$ cat config.mk
export PLATFORM = sky130hd
export DESIGN_NAME = motion_data_set_sequencer
export DESIGN_NICKNAME = d
export VERILOG_FILES = /design/src/motion_seq_pkg.sv /design/src/data_set_store.sv /design/src/motion_data_set_sequencer.sv
export SDC_FILE = /design/constraint.sdc
export NUM_CORES = 2
export LEC_CHECK = 0
export ABC_AREA = 1
export BUFFER_PORTS_ARGS = -buffer_cell sky130_fd_sc_hd__buf_2
export CORE_MARGIN = 4
export CORE_UTILIZATION = 36
export DETAILED_ROUTE_END_ITERATION = 16
export GPL_ROUTABILITY_DRIVEN = 0
export PLACE_DENSITY = 0.57
export SYNTH_ARGS = -nofsm -noshare
export SYNTH_HDL_FRONTEND = slang
export SYNTH_SLANG_ARGS = --single-unit
$ cat constraint.sdc
create_clock -name mclk -period 3.3 [get_ports mclk]
set_clock_uncertainty 0.05 [all_clocks]
set_input_delay 0.99 -clock mclk [delete_from_list [all_inputs] [get_ports mclk]]
set_output_delay 0.99 -clock mclk [all_outputs]
set_load 0.02 [all_outputs]
$ cat src/motion_seq_pkg.sv
package motion_seq_pkg;
  // Parameter addresses.
  localparam logic [15:0] ADDR_START_SET = 16'h1b14;
  localparam logic [15:0] ADDR_CMD = 16'h1b00;
  localparam logic [15:0] ADDR_STATE = 16'h1b02;
  localparam logic [15:0] ADDR_MODE = 16'h1b04;
  localparam logic [15:0] ADDR_COND = 16'h1b06;
  localparam logic [15:0] ADDR_INMAP = 16'h1b08;
  localparam logic [15:0] ADDR_DSET_BASE = 16'h1c00;
  localparam int DSET_ADDR_BITS = 7;
  // Reset values and limits.
  localparam logic [15:0] START_SET_RESET = 16'h0000;
  localparam logic [15:0] START_SET_MAX = 16'h007f;
  localparam logic [15:0] MODE_CODE_SEQ = 16'h0010;
  localparam logic [15:0] MODE_RESET = 16'h0000;
  localparam logic [1:0] COND_RESET = 2'h0;
  localparam logic [11:0] INMAP_RESET = 12'h8d1;
  // Command and state word bits.
  localparam int CMD_START_BIT = 4;
  localparam int CMD_SEQ_BIT = 5;
  localparam int CMD_SRC_BIT = 6;
  localparam int CMD_RSVD_BIT = 9;
  localparam int STAT_SEQ_END_BIT = 10;
  // Operating states reported by the drive state machine.
  localparam logic [3:0] OPST_READY = 4'h4;
  localparam logic [3:0] OPST_SWITCHED_ON = 4'h5;
  localparam logic [3:0] OPST_ENABLED = 4'h6;
  // Data set entry layout.
  localparam int DS_WIDTH = 32;
  localparam int DS_DEPTH = 128;
  localparam int DS_TYPE_LSB = 0;
  localparam int DS_HAS_NEXT_BIT = 3;
  localparam int DS_HAS_TRANS_BIT = 4;
  localparam int DS_NEXT_LSB = 5;
  localparam int DS_COUNT_LSB = 16;
  localparam logic [15:0] DS_COUNT_MIN = 16'h0001;
  typedef enum logic [2:0] {
    DS_ABS = 3'h0, DS_ADD = 3'h1, DS_REL = 3'h2, DS_VEL = 3'h3,
    DS_REF_MOVE = 3'h4, DS_POS_SET = 3'h5, DS_REPEAT = 3'h6, DS_PAR_WRITE = 3'h7
  } ds_type_t;
  // Signal input functions, three bits per input.
  typedef enum logic [2:0] {
    FN_NONE = 3'h0, FN_POS_LIMIT = 3'h1, FN_NEG_LIMIT = 3'h2, FN_ENABLE = 3'h3,
    FN_START = 3'h4, FN_CONFIRM = 3'h5, FN_SET_BIT0 = 3'h6, FN_SET_BIT1 = 3'h7
  } in_fn_t;
  // Sequence start conditions.
  localparam logic [1:0] COND_RISE = 2'h0;
  localparam logic [1:0] COND_FALL = 2'h1;
  localparam logic [1:0] COND_HIGH = 2'h2;
  localparam logic [1:0] COND_LOW = 2'h3;
  // Sequencer states, Gray coded along the usual path.
  typedef enum logic [2:0] {
    ST_IDLE = 3'h0, ST_FETCH = 3'h1, ST_LAUNCH = 3'h3,
    ST_MOVING = 3'h2, ST_WAIT = 3'h6, ST_DONE = 3'h4
  } seq_state_t;
endpackage : motion_seq_pkg

$ cat src/data_set_store.sv
`timescale 1ns/10ps
// Storage for the motion data sets with one write and one registered read port.
module data_set_store #(
  parameter int DEPTH = motion_seq_pkg::DS_DEPTH,
  parameter int WIDTH = motion_seq_pkg::DS_WIDTH,
  parameter int AW = motion_seq_pkg::DSET_ADDR_BITS
) (
  input wire logic mclk,
  input wire logic wr_en,
  input wire logic [AW-1:0] wr_idx,
  input wire logic [WIDTH-1:0] wr_data,
  input wire logic [AW-1:0] rd_idx,
  output logic [WIDTH-1:0] rd_data
);
  logic [WIDTH-1:0] mem [DEPTH];

  // One entry per data set; read data follows the index one clock later.
  always_ff @(posedge mclk) begin
    if (wr_en) begin
      mem[wr_idx] <= wr_data;
    end
    rd_data <= mem[rd_idx];
  end
endmodule : data_set_store

$ cat src/motion_data_set_sequencer.sv
`timescale 1ns/10ps
// Motion sequence operating mode: starts stored data sets and chains them.
module motion_data_set_sequencer #(
  parameter int N_IN = 4
) (
  input wire logic mclk,
  input wire logic reset_n,
  input wire logic fieldbus_ctrl,
  input wire logic [N_IN-1:0] din,
  input wire logic par_wr,
  input wire logic par_rd,
  input wire logic [15:0] par_addr,
  input wire logic [31:0] par_wdata,
  input wire logic pwr_enabled,
  input wire logic [3:0] op_state,
  input wire logic move_done,
  input wire logic standstill,
  input wire logic halt_stop,
  input wire logic fault,
  input wire logic transition_met,
  output logic [31:0] par_rdata_r,
  output logic par_err_r,
  output logic move_start_r,
  output logic [6:0] move_index_r,
  output logic [2:0] move_type_r,
  output logic mode_active_r,
  output logic positive_travel_limit_r,
  output logic negative_travel_limit_r,
  output logic pwr_enable_req_r,
  output logic output_zero_r,
  output logic output_one_r
);
  localparam int AW = motion_seq_pkg::DSET_ADDR_BITS;
  localparam int NFN = 8;

  logic [N_IN-1:0] din_s1_r, din_s2_r;
  logic [15:0] start_set_index_r, start_nxt, command_word_r, cmd_nxt, cmd_prev_r;
  logic [15:0] mode_select_param_r, mode_nxt;
  logic [1:0] cond_r, cond_nxt;
  logic [11:0] inmap_r, inmap_nxt;
  logic [31:0] rdata_nxt;
  logic err_nxt;
  logic [NFN-1:0] fn_lvl [N_IN];
  logic [NFN-1:0] fn_any;
  logic start_prev_r, confirm_prev_r, first_done_r, first_nxt;
  logic [1:0] set_sel_r, set_sel_nxt;
  logic mode_nxt_act, exit_pend_r, exit_nxt;
  logic fb_start_ev, loc_start_ev, start_ev, start_seq, abort;
  logic [6:0] start_idx;
  motion_seq_pkg::seq_state_t st_r, st_nxt;
  logic [6:0] cur_idx_r, cur_nxt, mv_idx_nxt;
  logic seq_r, seq_nxt, seq_end_r, end_nxt, mv_start_nxt;
  logic [2:0] mv_type_nxt;
  logic [15:0] rep_cnt_r, rep_nxt, cnt_eff;
  logic [31:0] ent;
  logic ds_wr, oz_nxt, oo_nxt;
  logic [15:0] state_word;

  // Two-flop synchroniser for the digital input pins.
  always_ff @(posedge mclk or negedge reset_n) begin
    if (!reset_n) begin
      din_s1_r <= '0;
      din_s2_r <= '0;
    end else begin
      din_s1_r <= din;
      din_s2_r <= din_s1_r;
    end
  end

  // Each input raises the one-hot line of the function it is assigned to.
  genvar g;
  generate
    for (g = 0; g < N_IN; g++) begin : g_in
      assign fn_lvl[g] = din_s2_r[g] ? (8'h01 << inmap_r[3*(g%4) +: 3]) : 8'h00;
    end
  endgenerate

  // Combine all inputs into one level per function.
  always_comb begin
    fn_any = '0;
    for (int i = 0; i < N_IN; i++) begin
      fn_any = fn_any | fn_lvl[i];
    end
  end

  assign ds_wr = par_wr && (par_addr[15:AW] == motion_seq_pkg::ADDR_DSET_BASE[15:AW]);
  assign state_word = 16'(seq_end_r) << motion_seq_pkg::STAT_SEQ_END_BIT;

  // Parameter writes and reads; out-of-range start set and condition values are refused and flagged.
  always_comb begin
    start_nxt = start_set_index_r;
    cmd_nxt = command_word_r;
    mode_nxt = mode_select_param_r;
    cond_nxt = cond_r;
    inmap_nxt = inmap_r;
    rdata_nxt = par_rdata_r;
    err_nxt = 1'b0;
    if (par_wr) begin
      case (par_addr)
        motion_seq_pkg::ADDR_START_SET: begin
          if (par_wdata[15:0] <= motion_seq_pkg::START_SET_MAX) start_nxt = par_wdata[15:0];
          else err_nxt = 1'b1;
        end
        motion_seq_pkg::ADDR_CMD: cmd_nxt = par_wdata[15:0];
        motion_seq_pkg::ADDR_MODE: mode_nxt = par_wdata[15:0];
        motion_seq_pkg::ADDR_COND: begin
          if (par_wdata[15:2] == 14'h0000) cond_nxt = par_wdata[1:0];
          else err_nxt = 1'b1;
        end
        motion_seq_pkg::ADDR_INMAP: inmap_nxt = par_wdata[11:0];
        default: err_nxt = !ds_wr;
      endcase
    end
    if (par_rd) begin
      case (par_addr)
        motion_seq_pkg::ADDR_START_SET: rdata_nxt = {16'h0000, start_set_index_r};
        motion_seq_pkg::ADDR_CMD: rdata_nxt = {16'h0000, command_word_r};
        motion_seq_pkg::ADDR_STATE: rdata_nxt = {16'h0000, state_word};
        motion_seq_pkg::ADDR_MODE: rdata_nxt = {16'h0000, mode_select_param_r};
        motion_seq_pkg::ADDR_COND: rdata_nxt = {30'h00000000, cond_r};
        motion_seq_pkg::ADDR_INMAP: rdata_nxt = {20'h00000, inmap_r};
        default: rdata_nxt = 32'h00000000;
      endcase
    end
  end

  // Fieldbus start edge; a bit held high starts nothing further.
  assign fb_start_ev = fieldbus_ctrl && command_word_r[motion_seq_pkg::CMD_START_BIT]
    && !cmd_prev_r[motion_seq_pkg::CMD_START_BIT];

  // Local start: the chosen condition applies to the first start, later ones use edges.
  always_comb begin
    logic lvl;
    lvl = fn_any[motion_seq_pkg::FN_START];
    if (first_done_r) loc_start_ev = lvl && !start_prev_r;
    else begin
      case (cond_r)
        motion_seq_pkg::COND_RISE: loc_start_ev = lvl && !start_prev_r;
        motion_seq_pkg::COND_FALL: loc_start_ev = !lvl && start_prev_r;
        motion_seq_pkg::COND_HIGH: loc_start_ev = lvl;
        default: loc_start_ev = !lvl;
      endcase
    end
    loc_start_ev = loc_start_ev && !fieldbus_ctrl;
  end

  assign start_ev = mode_active_r && (fb_start_ev || loc_start_ev);
  assign start_seq = fieldbus_ctrl ? command_word_r[motion_seq_pkg::CMD_SEQ_BIT] : 1'b1;
  assign start_idx = (fieldbus_ctrl && start_seq && command_word_r[motion_seq_pkg::CMD_SRC_BIT])
    ? start_set_index_r[6:0] : {5'h00, set_sel_r};
  assign abort = halt_stop || fault || !mode_active_r;

  // Mode entry and exit, set-number latch and first-start tracking.
  always_comb begin
    mode_nxt_act = mode_active_r;
    exit_nxt = exit_pend_r;
    set_sel_nxt = set_sel_r;
    first_nxt = first_done_r || (start_ev && !fieldbus_ctrl);
    if (!fieldbus_ctrl) begin
      exit_nxt = 1'b0;
      if (!pwr_enabled) mode_nxt_act = 1'b0;
      else if (pwr_enabled && !pwr_enable_req_r && mode_select_param_r == motion_seq_pkg::MODE_CODE_SEQ)
        mode_nxt_act = 1'b1;
    end else if (par_wr && par_addr == motion_seq_pkg::ADDR_MODE) begin
      if (par_wdata[15:0] == motion_seq_pkg::MODE_CODE_SEQ) begin
        mode_nxt_act = 1'b1;
        exit_nxt = 1'b0;
      end else exit_nxt = mode_active_r;
    end else if (exit_pend_r && standstill && (st_r == motion_seq_pkg::ST_IDLE
        || st_r == motion_seq_pkg::ST_WAIT)) begin
      mode_nxt_act = 1'b0;
      exit_nxt = 1'b0;
    end
    if (mode_nxt_act && !mode_active_r) first_nxt = 1'b0;
    if (fn_any[motion_seq_pkg::FN_CONFIRM] && !confirm_prev_r)
      set_sel_nxt = {fn_any[motion_seq_pkg::FN_SET_BIT1], fn_any[motion_seq_pkg::FN_SET_BIT0]};
  end

  assign cnt_eff = (ent[31:16] == 16'h0000) ? motion_seq_pkg::DS_COUNT_MIN : ent[31:16];

  // Sequencer: fetch a set, launch it, then chain, wait or finish.
  always_comb begin
    st_nxt = st_r;
    cur_nxt = cur_idx_r;
    seq_nxt = seq_r;
    rep_nxt = rep_cnt_r;
    end_nxt = seq_end_r;
    mv_start_nxt = 1'b0;
    mv_idx_nxt = move_index_r;
    mv_type_nxt = move_type_r;
    case (st_r)
      motion_seq_pkg::ST_IDLE: begin
        if (start_ev) begin
          st_nxt = motion_seq_pkg::ST_FETCH;
          cur_nxt = start_idx;
          seq_nxt = start_seq;
          rep_nxt = 16'h0000;
          end_nxt = 1'b0;
        end
      end
      motion_seq_pkg::ST_FETCH: st_nxt = abort ? motion_seq_pkg::ST_IDLE : motion_seq_pkg::ST_LAUNCH;
      motion_seq_pkg::ST_LAUNCH: begin
        if (abort) st_nxt = motion_seq_pkg::ST_IDLE;
        else if (ent[2:0] == motion_seq_pkg::DS_REPEAT) begin
          if (seq_r && rep_cnt_r < cnt_eff) begin
            rep_nxt = rep_cnt_r + 16'h0001;
            cur_nxt = ent[11:5];
            st_nxt = motion_seq_pkg::ST_FETCH;
          end else st_nxt = seq_r ? motion_seq_pkg::ST_DONE : motion_seq_pkg::ST_IDLE;
        end else begin
          mv_start_nxt = 1'b1;
          mv_idx_nxt = cur_idx_r;
          mv_type_nxt = ent[2:0];
          st_nxt = motion_seq_pkg::ST_MOVING;
        end
      end
      motion_seq_pkg::ST_MOVING: begin
        if (abort) st_nxt = motion_seq_pkg::ST_IDLE;
        else if (move_done) begin
          if (seq_r && ent[motion_seq_pkg::DS_HAS_NEXT_BIT]) begin
            if (ent[motion_seq_pkg::DS_HAS_TRANS_BIT]) st_nxt = motion_seq_pkg::ST_WAIT;
            else begin
              cur_nxt = ent[11:5];
              st_nxt = motion_seq_pkg::ST_FETCH;
            end
          end else if (seq_r) st_nxt = motion_seq_pkg::ST_DONE;
          else st_nxt = motion_seq_pkg::ST_IDLE;
        end
      end
      motion_seq_pkg::ST_WAIT: begin
        if (abort) st_nxt = motion_seq_pkg::ST_IDLE;
        else if (transition_met) begin
          cur_nxt = ent[11:5];
          st_nxt = motion_seq_pkg::ST_FETCH;
        end
      end
      motion_seq_pkg::ST_DONE: begin
        end_nxt = 1'b1;
        st_nxt = motion_seq_pkg::ST_IDLE;
      end
      default: st_nxt = motion_seq_pkg::ST_IDLE;
    endcase
  end

  // Signal outputs follow operating state; under local control output zero shows the wait state instead.
  always_comb begin
    oo_nxt = (op_state == motion_seq_pkg::OPST_ENABLED);
    if (fieldbus_ctrl) oz_nxt = (op_state == motion_seq_pkg::OPST_READY)
      || (op_state == motion_seq_pkg::OPST_SWITCHED_ON) || oo_nxt;
    else oz_nxt = (st_r == motion_seq_pkg::ST_WAIT);
  end

  // Register all state.
  always_ff @(posedge mclk or negedge reset_n) begin
    if (!reset_n) begin
      start_set_index_r <= motion_seq_pkg::START_SET_RESET;
      command_word_r <= 16'h0000;
      cmd_prev_r <= 16'h0000;
      mode_select_param_r <= motion_seq_pkg::MODE_RESET;
      cond_r <= motion_seq_pkg::COND_RESET;
      inmap_r <= motion_seq_pkg::INMAP_RESET;
      par_rdata_r <= 32'h00000000;
      par_err_r <= 1'b0;
      start_prev_r <= 1'b0;
      confirm_prev_r <= 1'b0;
      first_done_r <= 1'b0;
      set_sel_r <= 2'h0;
      mode_active_r <= 1'b0;
      exit_pend_r <= 1'b0;
      st_r <= motion_seq_pkg::ST_IDLE;
      cur_idx_r <= 7'h00;
      seq_r <= 1'b0;
      rep_cnt_r <= 16'h0000;
      seq_end_r <= 1'b0;
      move_start_r <= 1'b0;
      move_index_r <= 7'h00;
      move_type_r <= 3'h0;
      positive_travel_limit_r <= 1'b0;
      negative_travel_limit_r <= 1'b0;
      pwr_enable_req_r <= 1'b0;
      output_zero_r <= 1'b0;
      output_one_r <= 1'b0;
    end else begin
      start_set_index_r <= start_nxt;
      command_word_r <= cmd_nxt;
      cmd_prev_r <= command_word_r;
      mode_select_param_r <= mode_nxt;
      cond_r <= cond_nxt;
      inmap_r <= inmap_nxt;
      par_rdata_r <= rdata_nxt;
      par_err_r <= err_nxt;
      start_prev_r <= fn_any[motion_seq_pkg::FN_START];
      confirm_prev_r <= fn_any[motion_seq_pkg::FN_CONFIRM];
      first_done_r <= first_nxt;
      set_sel_r <= set_sel_nxt;
      mode_active_r <= mode_nxt_act;
      exit_pend_r <= exit_nxt;
      st_r <= st_nxt;
      cur_idx_r <= cur_nxt;
      seq_r <= seq_nxt;
      rep_cnt_r <= rep_nxt;
      seq_end_r <= end_nxt;
      move_start_r <= mv_start_nxt;
      move_index_r <= mv_idx_nxt;
      move_type_r <= mv_type_nxt;
      positive_travel_limit_r <= fn_any[motion_seq_pkg::FN_POS_LIMIT];
      negative_travel_limit_r <= fn_any[motion_seq_pkg::FN_NEG_LIMIT];
      pwr_enable_req_r <= fn_any[motion_seq_pkg::FN_ENABLE];
      output_zero_r <= oz_nxt;
      output_one_r <= oo_nxt;
    end
  end

  data_set_store u_store (
    .mclk(mclk),
    .wr_en(ds_wr),
    .wr_idx(par_addr[AW-1:0]),
    .wr_data(par_wdata),
    .rd_idx(cur_idx_r),
    .rd_data(ent)
  );

  property p_fb_start;
    @(posedge mclk) disable iff (!reset_n)
    (st_r == motion_seq_pkg::ST_IDLE && mode_active_r && fb_start_ev) |=> st_r == motion_seq_pkg::ST_FETCH;
  endproperty
  a_fb_start: assert property (p_fb_start) else $error("Start edge not taken.");
  property p_held_start;
    @(posedge mclk) disable iff (!reset_n)
    (fieldbus_ctrl && st_r == motion_seq_pkg::ST_IDLE && cmd_prev_r[4] && command_word_r[4])
      |=> st_r == motion_seq_pkg::ST_IDLE;
  endproperty
  a_held_start: assert property (p_held_start) else $error("Held start bit restarted.");
  property p_src_idx;
    @(posedge mclk) disable iff (!reset_n)
    (st_r == motion_seq_pkg::ST_IDLE && start_ev && fieldbus_ctrl && command_word_r[5] && command_word_r[6])
      |=> cur_idx_r == $past(start_set_index_r[6:0]) && seq_r;
  endproperty
  a_src_idx: assert property (p_src_idx) else $error("Sequence start index wrong.");
  property p_seq_end;
    @(posedge mclk) disable iff (!reset_n)
    st_r == motion_seq_pkg::ST_DONE |=> seq_end_r && st_r == motion_seq_pkg::ST_IDLE;
  endproperty
  a_seq_end: assert property (p_seq_end) else $error("Sequence end not flagged.");
  property p_single;
    @(posedge mclk) disable iff (!reset_n)
    (st_r == motion_seq_pkg::ST_MOVING && move_done && !seq_r) |=> st_r == motion_seq_pkg::ST_IDLE ##1 !move_start_r;
  endproperty
  a_single: assert property (p_single) else $error("Single run chained on.");
  property p_wait;
    @(posedge mclk) disable iff (!reset_n)
    (st_r == motion_seq_pkg::ST_WAIT && !transition_met && !abort) |=> st_r == motion_seq_pkg::ST_WAIT;
  endproperty
  a_wait: assert property (p_wait) else $error("Successor started before condition.");
  property p_active;
    @(posedge mclk) disable iff (!reset_n)
    ##1 output_one_r == ($past(op_state) == motion_seq_pkg::OPST_ENABLED);
  endproperty
  a_active: assert property (p_active) else $error("Output one mismatch.");
  property p_start_range;
    @(posedge mclk) disable iff (!reset_n)
    (par_wr && par_addr == motion_seq_pkg::ADDR_START_SET && par_wdata[15:0] > 16'h007f)
      |=> $stable(start_set_index_r) && par_err_r;
  endproperty
  a_start_range: assert property (p_start_range) else $error("Out-of-range index kept.");
  property p_local_off;
    @(posedge mclk) disable iff (!reset_n)
    (!fieldbus_ctrl && !pwr_enabled) |=> !mode_active_r;
  endproperty
  a_local_off: assert property (p_local_off) else $error("Mode kept without power.");
endmodule : motion_data_set_sequencer

# Word level (Yosys, flattened, before mapping)
# Memory sizes are Yosys's and may differ from the RTL's. A register that Yosys moved wholly into a read port is not among the register bits.
# Cells that the tools add are included.
# op_classes
n_addsub	1
n_lt_le_gt_ge	2
eq_ne	33
shifts	4
n_mux	62
bitwise_logic	5
n_reduce_logical	53
# ops
operator	n
== test 16 x 13 -> 1 bit (second input constant)	6
case mux 16 bit (6 select lines)	1
two-way mux 16 bit	5
two-way mux 7 bit	11
two-way mux 3 bit	11
== test 16 x 5 -> 1 bit (second input constant)	2
two-way mux 8 bit	4
case mux 16 bit (2 select lines)	1
left shift 1 x 3 -> 8 bit (first input constant)	4
case mux 7 bit (4 select lines)	1
OR 8 bit	3
two-way mux 1 bit	23
!= test 2 bit (second input constant)	10
logical AND 1 bit	19
adder 16 x 1 -> 16 bit (second input constant)	1
less-or-equal comparator 16 x 7 -> 1 bit (second input constant)	1
zero test 16 bit	1
less-than comparator 16 bit	1
case mux 3 bit (5 select lines)	1
zero test 14 bit	1
== test 4 x 3 -> 1 bit (second input constant)	3
AND reduction 3 bit	4
AND reduction 11 bit	1
AND reduction 2 bit	5
other kinds (20)	40
# word_totals
register_bits	159
ram_bits	4096
input_bits	67
output_inout_bits	50
word_cells	190
mem_count	1
# memory_table
name	words	width	rd	rd_ports_with_merged_regs	write_ports	line	rtl
u_store.mem	128	32	1	1	1	data_set_store.sv:15	logic [WIDTH-1:0] mem [DEPTH];

# Depth between registers and ports, before layout
# depth
word_depth	15
mapped_depth	19
ltp_nobuf	18

# Modules after synthesis
# A second synthesis with hierarchy kept.
# unflattened
cells_unflattened	14348
area_unflattened_um2	172076.3
# modules_own_cells
module	instances	cells_per_inst	area_each_um2	seq_area_each_um2
data_set_store	1	13389	164634.1	123638.6
motion_data_set_sequencer	1	959	7442.1	3484.6

# Least setup slack after synthesis
# OpenSTA, ideal clock, no wires.
# synth_path
path_kind	input port to flip-flop
from	input par_wr
to	memory u_store.mem[101][0] (netlist bit) (enable)
setup_ps	413
t_arrival_ps	3364
required_time_ps	2837
path_slack_ps	-527
cell_stages	8
path_buffers	2
cell_sequence	clkbuf_1 nand2_1 nor4_1 nand2_1 inv_1 nand4_1 clkbuf_1 nor2_1
# synth_between
elab_chain_len	3
# synth_rtl
item	line	rtl
start, declared	motion_data_set_sequencer.sv:10	input wire logic par_wr,
logical AND 1 bit	motion_data_set_sequencer.sv:86	assign ds_wr = par_wr && (par_addr[15:AW] == motion_seq_pkg::ADDR_DSET_BASE[15:AW]);
two-way mux 1 bit	data_set_store.sv:19	if (wr_en) begin
two-way mux 1 bit (not written as such)	data_set_store.sv:20	mem[wr_idx] <= wr_data;
end, declared	data_set_store.sv:15	
# Every way passes these cells.

==> reports/metrics.yaml <==
setup_viol: 3
slew_viol_final: 0
io_buffer_count: 100
final_antenna_net_count: 0
first_iter_violations: 13100
cp_max_fo: 56
crit_arrival_ps: 4090
htreeDepth: 5
ys_types: 49
drc: 0
powerDensity_nw_per_um2: 556
clk_pin_slew_ps: 60
finalCritPeriodShare_pct: 102
startpoint_type: "flop"
cp_slowest_cell: "nor3_1"
violations: "negative setup slack"
num_io_pins: 117
dieArea_um2: 423000
multiInputGateArea_um2: 33700
combPwrFrac_pct: 1.7
yosysMostFrequentCell: "edfxtp_1"
p_int_w: 0.0774
dp_slack_ps: -158
synth_warnings: 0
synth_edf_count: 3584
placed_area_um2: 163000
tightest_slew_ps: 1140
ir_drop_mv: 0.412
maxCapViolations: 0
antenna_found_initial: 28
synth_top_area_share_pct: 72.4
setup_ws_ps: -49.9
synth-seq-cells: 3751
vias: 99100
yosysTopAreaCell: "edfxtp_1"
cp_cell_sequence: "buf_12 > buf_4 > o21ai_0 > o22ai_1 > nand2_1 > nand3_1 > nand3_1 > a21oi_2 > nor3_1 > nor2_1"
ys_seq_area_share_pct: 75.2
cts_tree: "done"
cts.sinks: 3751
start_util_pct: 36.2
die_h_um: 650
routed_wl_um: 459000
path_class: "reg -> reg"
via_per_inst: 5.53
cp_num_buf_inv: 2
dpl.hpwl_um: 269000
syn_area_um2: 149000
numCtsBuffers: 396
n_fill_cell: 37400
postLayoutCoreUtil_pct: 42.7
grt_max_degree: 131
synth_flop_cell: "edfxtp_1"
stdcell_area_um2: 175000
status: "finished, violations left"
synth_cells: 11700
leakage_nw: 58.6
period_needed_ps: 3350
grt_pass1_vias: 93400
first_pass_iters: 8
seq_power_share_pct: 53.6
synth_area_leaders: "edfxtp_1 (72%), nor2_1 (5.2%), o21ai_0 (4.1%), o22ai_1 (3.8%), nand2_1 (2.9%)"
async_reset_ff_share_pct: 3.71
cp_top_family: "simple AND/OR/NAND/NOR gates"
synth_top_cells_by_count: "edfxtp_1 (3584), nor2_1 (2040), o21ai_0 (1225)"
p_switching_w: 0.0199
endpoint_kind: "flop"
rows: 235
fp.dieW_um: 650
hold_violations: 0
power.total_w: 0.0973
syn_area_per_cell_um2: 12.6
layout.nets: 12200
max_slew_margin_pct: 23.5
post_drt_wl_per_cell_um: 25.6
grt_pass1_wl_um: 662000
hp-class: "in -> reg"
rsz0062_at_grt: "false"
drive_above_1_share_pct: 12.4
root_buffer: "clkbuf_16"
fmax_mhz: 299
grt-ovfl-total: 0
clkPwrFrac_pct: 44.7
core_area_um2: 410000
ff_latch_area_um2: 112000
path_common_cell: "nand3_1"
layout-area-overhead-vs-synth_pct: 17.9
cp.required_ps: 4040
reg2reg_slack_ps: -50
p_sw_share_pct: 20.5
clkLatencyLatePin_ps: 980
track_usage_pct: 20.9
cts.path.max_buffers: 4
max_stage_delay_ps: 910
-- cells in the final DEF, fill, tap and decap left out, types with 13 or more instances in the layout --
| master | instances |
|---|---|
| buf_6 | 26 |
| clkbuf_16 | 404 |
| nor3_1 | 64 |
| buf_12 | 304 |
| edfxtp_1 | 3584 |
| clkinvlp_4 | 13 |
| nor2_1 | 1912 |
| buf_4 | 411 |
| o21ai_1 | 683 |
| dfrtp_1 | 128 |
| conb_1 | 16 |
| o22ai_1 | 905 |
| nor2_4 | 113 |
| buf_2 | 71 |
| inv_1 | 132 |
| clkbuf_1 | 66 |
| nand2_1 | 1145 |
| o21ai_0 | 1225 |
| a21oi_1 | 117 |
| nor2_2 | 19 |
| dfxtp_1 | 28 |
| ha_1 | 16 |
| bufinv_16 | 31 |
| clkinv_1 | 99 |
| nand3_1 | 725 |
| nand4_1 | 19 |
| clkinv_2 | 68 |
-- repair_timing --
item                                   in CTS  in global routing
setup endpoints to repair                   5                  6
resized for setup                           5                 10
buffers inserted                            0                  0
hold buffers                                1                  0
endpoints found under the hold margin      33                  0
gates cloned                                0                  0
-- worst register-to-register path: stages (launching register included) --
cell and delay [ps]:
dfrtp_4 600, buf_12 240, buf_4 370, o21ai_0 250
o22ai_1 120, nand2_1 80, nand3_1 180, nand3_1 170
a21oi_2 130, nor3_1 920, nor2_1 80
-- layout make-up --
cell class / instances / share of cell area, %
Antenna cell: 6 / 0.00857
Multi-Input combinational cell: 7033 / 19.2
Tap cell: 5451 / 3.89
Clock buffer: 481 / 6.00
Timing Repair Buffer: 813 / 5.61
Inverter: 146 / 0.341
Sequential cell: 3751 / 63.8
Clock inverter: 234 / 1.16
-- cell families after synthesis --
group | synth area share [%]
muxes | 0.0303
DFF | 75.2
and+or+nand+nor | 10.9
AOI/OAI and AO/OA | 10.8
other | 0.00252
adders and majority gates | 0.135
xor gates and xnor gates | 0.0648
buffers and inverters | 2.87
-- flip-flops by register name, indices dropped and copies added (netlist names), 7 cells and up --
name                 flops
start_set_index_r       16
u_store.rd_data         28
cur_idx_r                7
command_word_r          16
mode_select_param_r     16
u_store.mem           3584
par_rdata_r             16
inmap_r                 12
move_index_r             7
rep_cnt_r               16
-- layer usage --
layer	vias to the layer above	wire, um	global-route usage, %
met4	8	15400	6.75
met1	49700	193000	29.8
met5	-	58	0
met3	727	38700	2.94
li1	44100	-	-
met2	4503	212000	33.1
-- stage by stage --
step,hold slack (ps),TNS (ps),cells
3_3_place_gp,290,-39290,17200
2_1_floorplan,281,-643280,11800
4_1_cts,12.6,0,17900
3_5_place_dp,290,-30540,17200
6_report,81.9,-97.2,17900
5_1_grt,29.8,0,17900
-- worst paths after layout --
check / startpoint / to / depth (start not counted)
min in group asynchronous: reset_n / output_one_r$_DFF_PN0_ / 2
worst min-delay path: din[1] / din_s1_r[1]$_DFF_PN0_ / 1
worst max-delay path: cur_idx_r[0]$_DFFE_PN0P_ / u_store.rd_data[7]$_DFF_P_ / 10
max in group asynchronous: reset_n / rep_cnt_r[7]$_DFFE_PN0P_ / 3
worst max register to register: cur_idx_r[0]$_DFFE_PN0P_ / u_store.rd_data[7]$_DFF_P_ / 10
worst min register to register: din_s1_r[3]$_DFF_PN0_ / din_s2_r[3]$_DFF_PN0_ / 0
-- power groups by stage --
stage / registers, W / clock network, W / logic (W)
after floorplan: 0.0532 / 0 / 0.000232
after global placement: 0.0531 / 0 / 0.00167
after detailed placement: 0.0531 / 0 / 0.00168
after CTS: 0.0521 / 0.0441 / 0.00168
after global routing: 0.0521 / 0.0461 / 0.00176
final: 0.0522 / 0.0435 / 0.00168
Power figures use the tool's default switching activity.
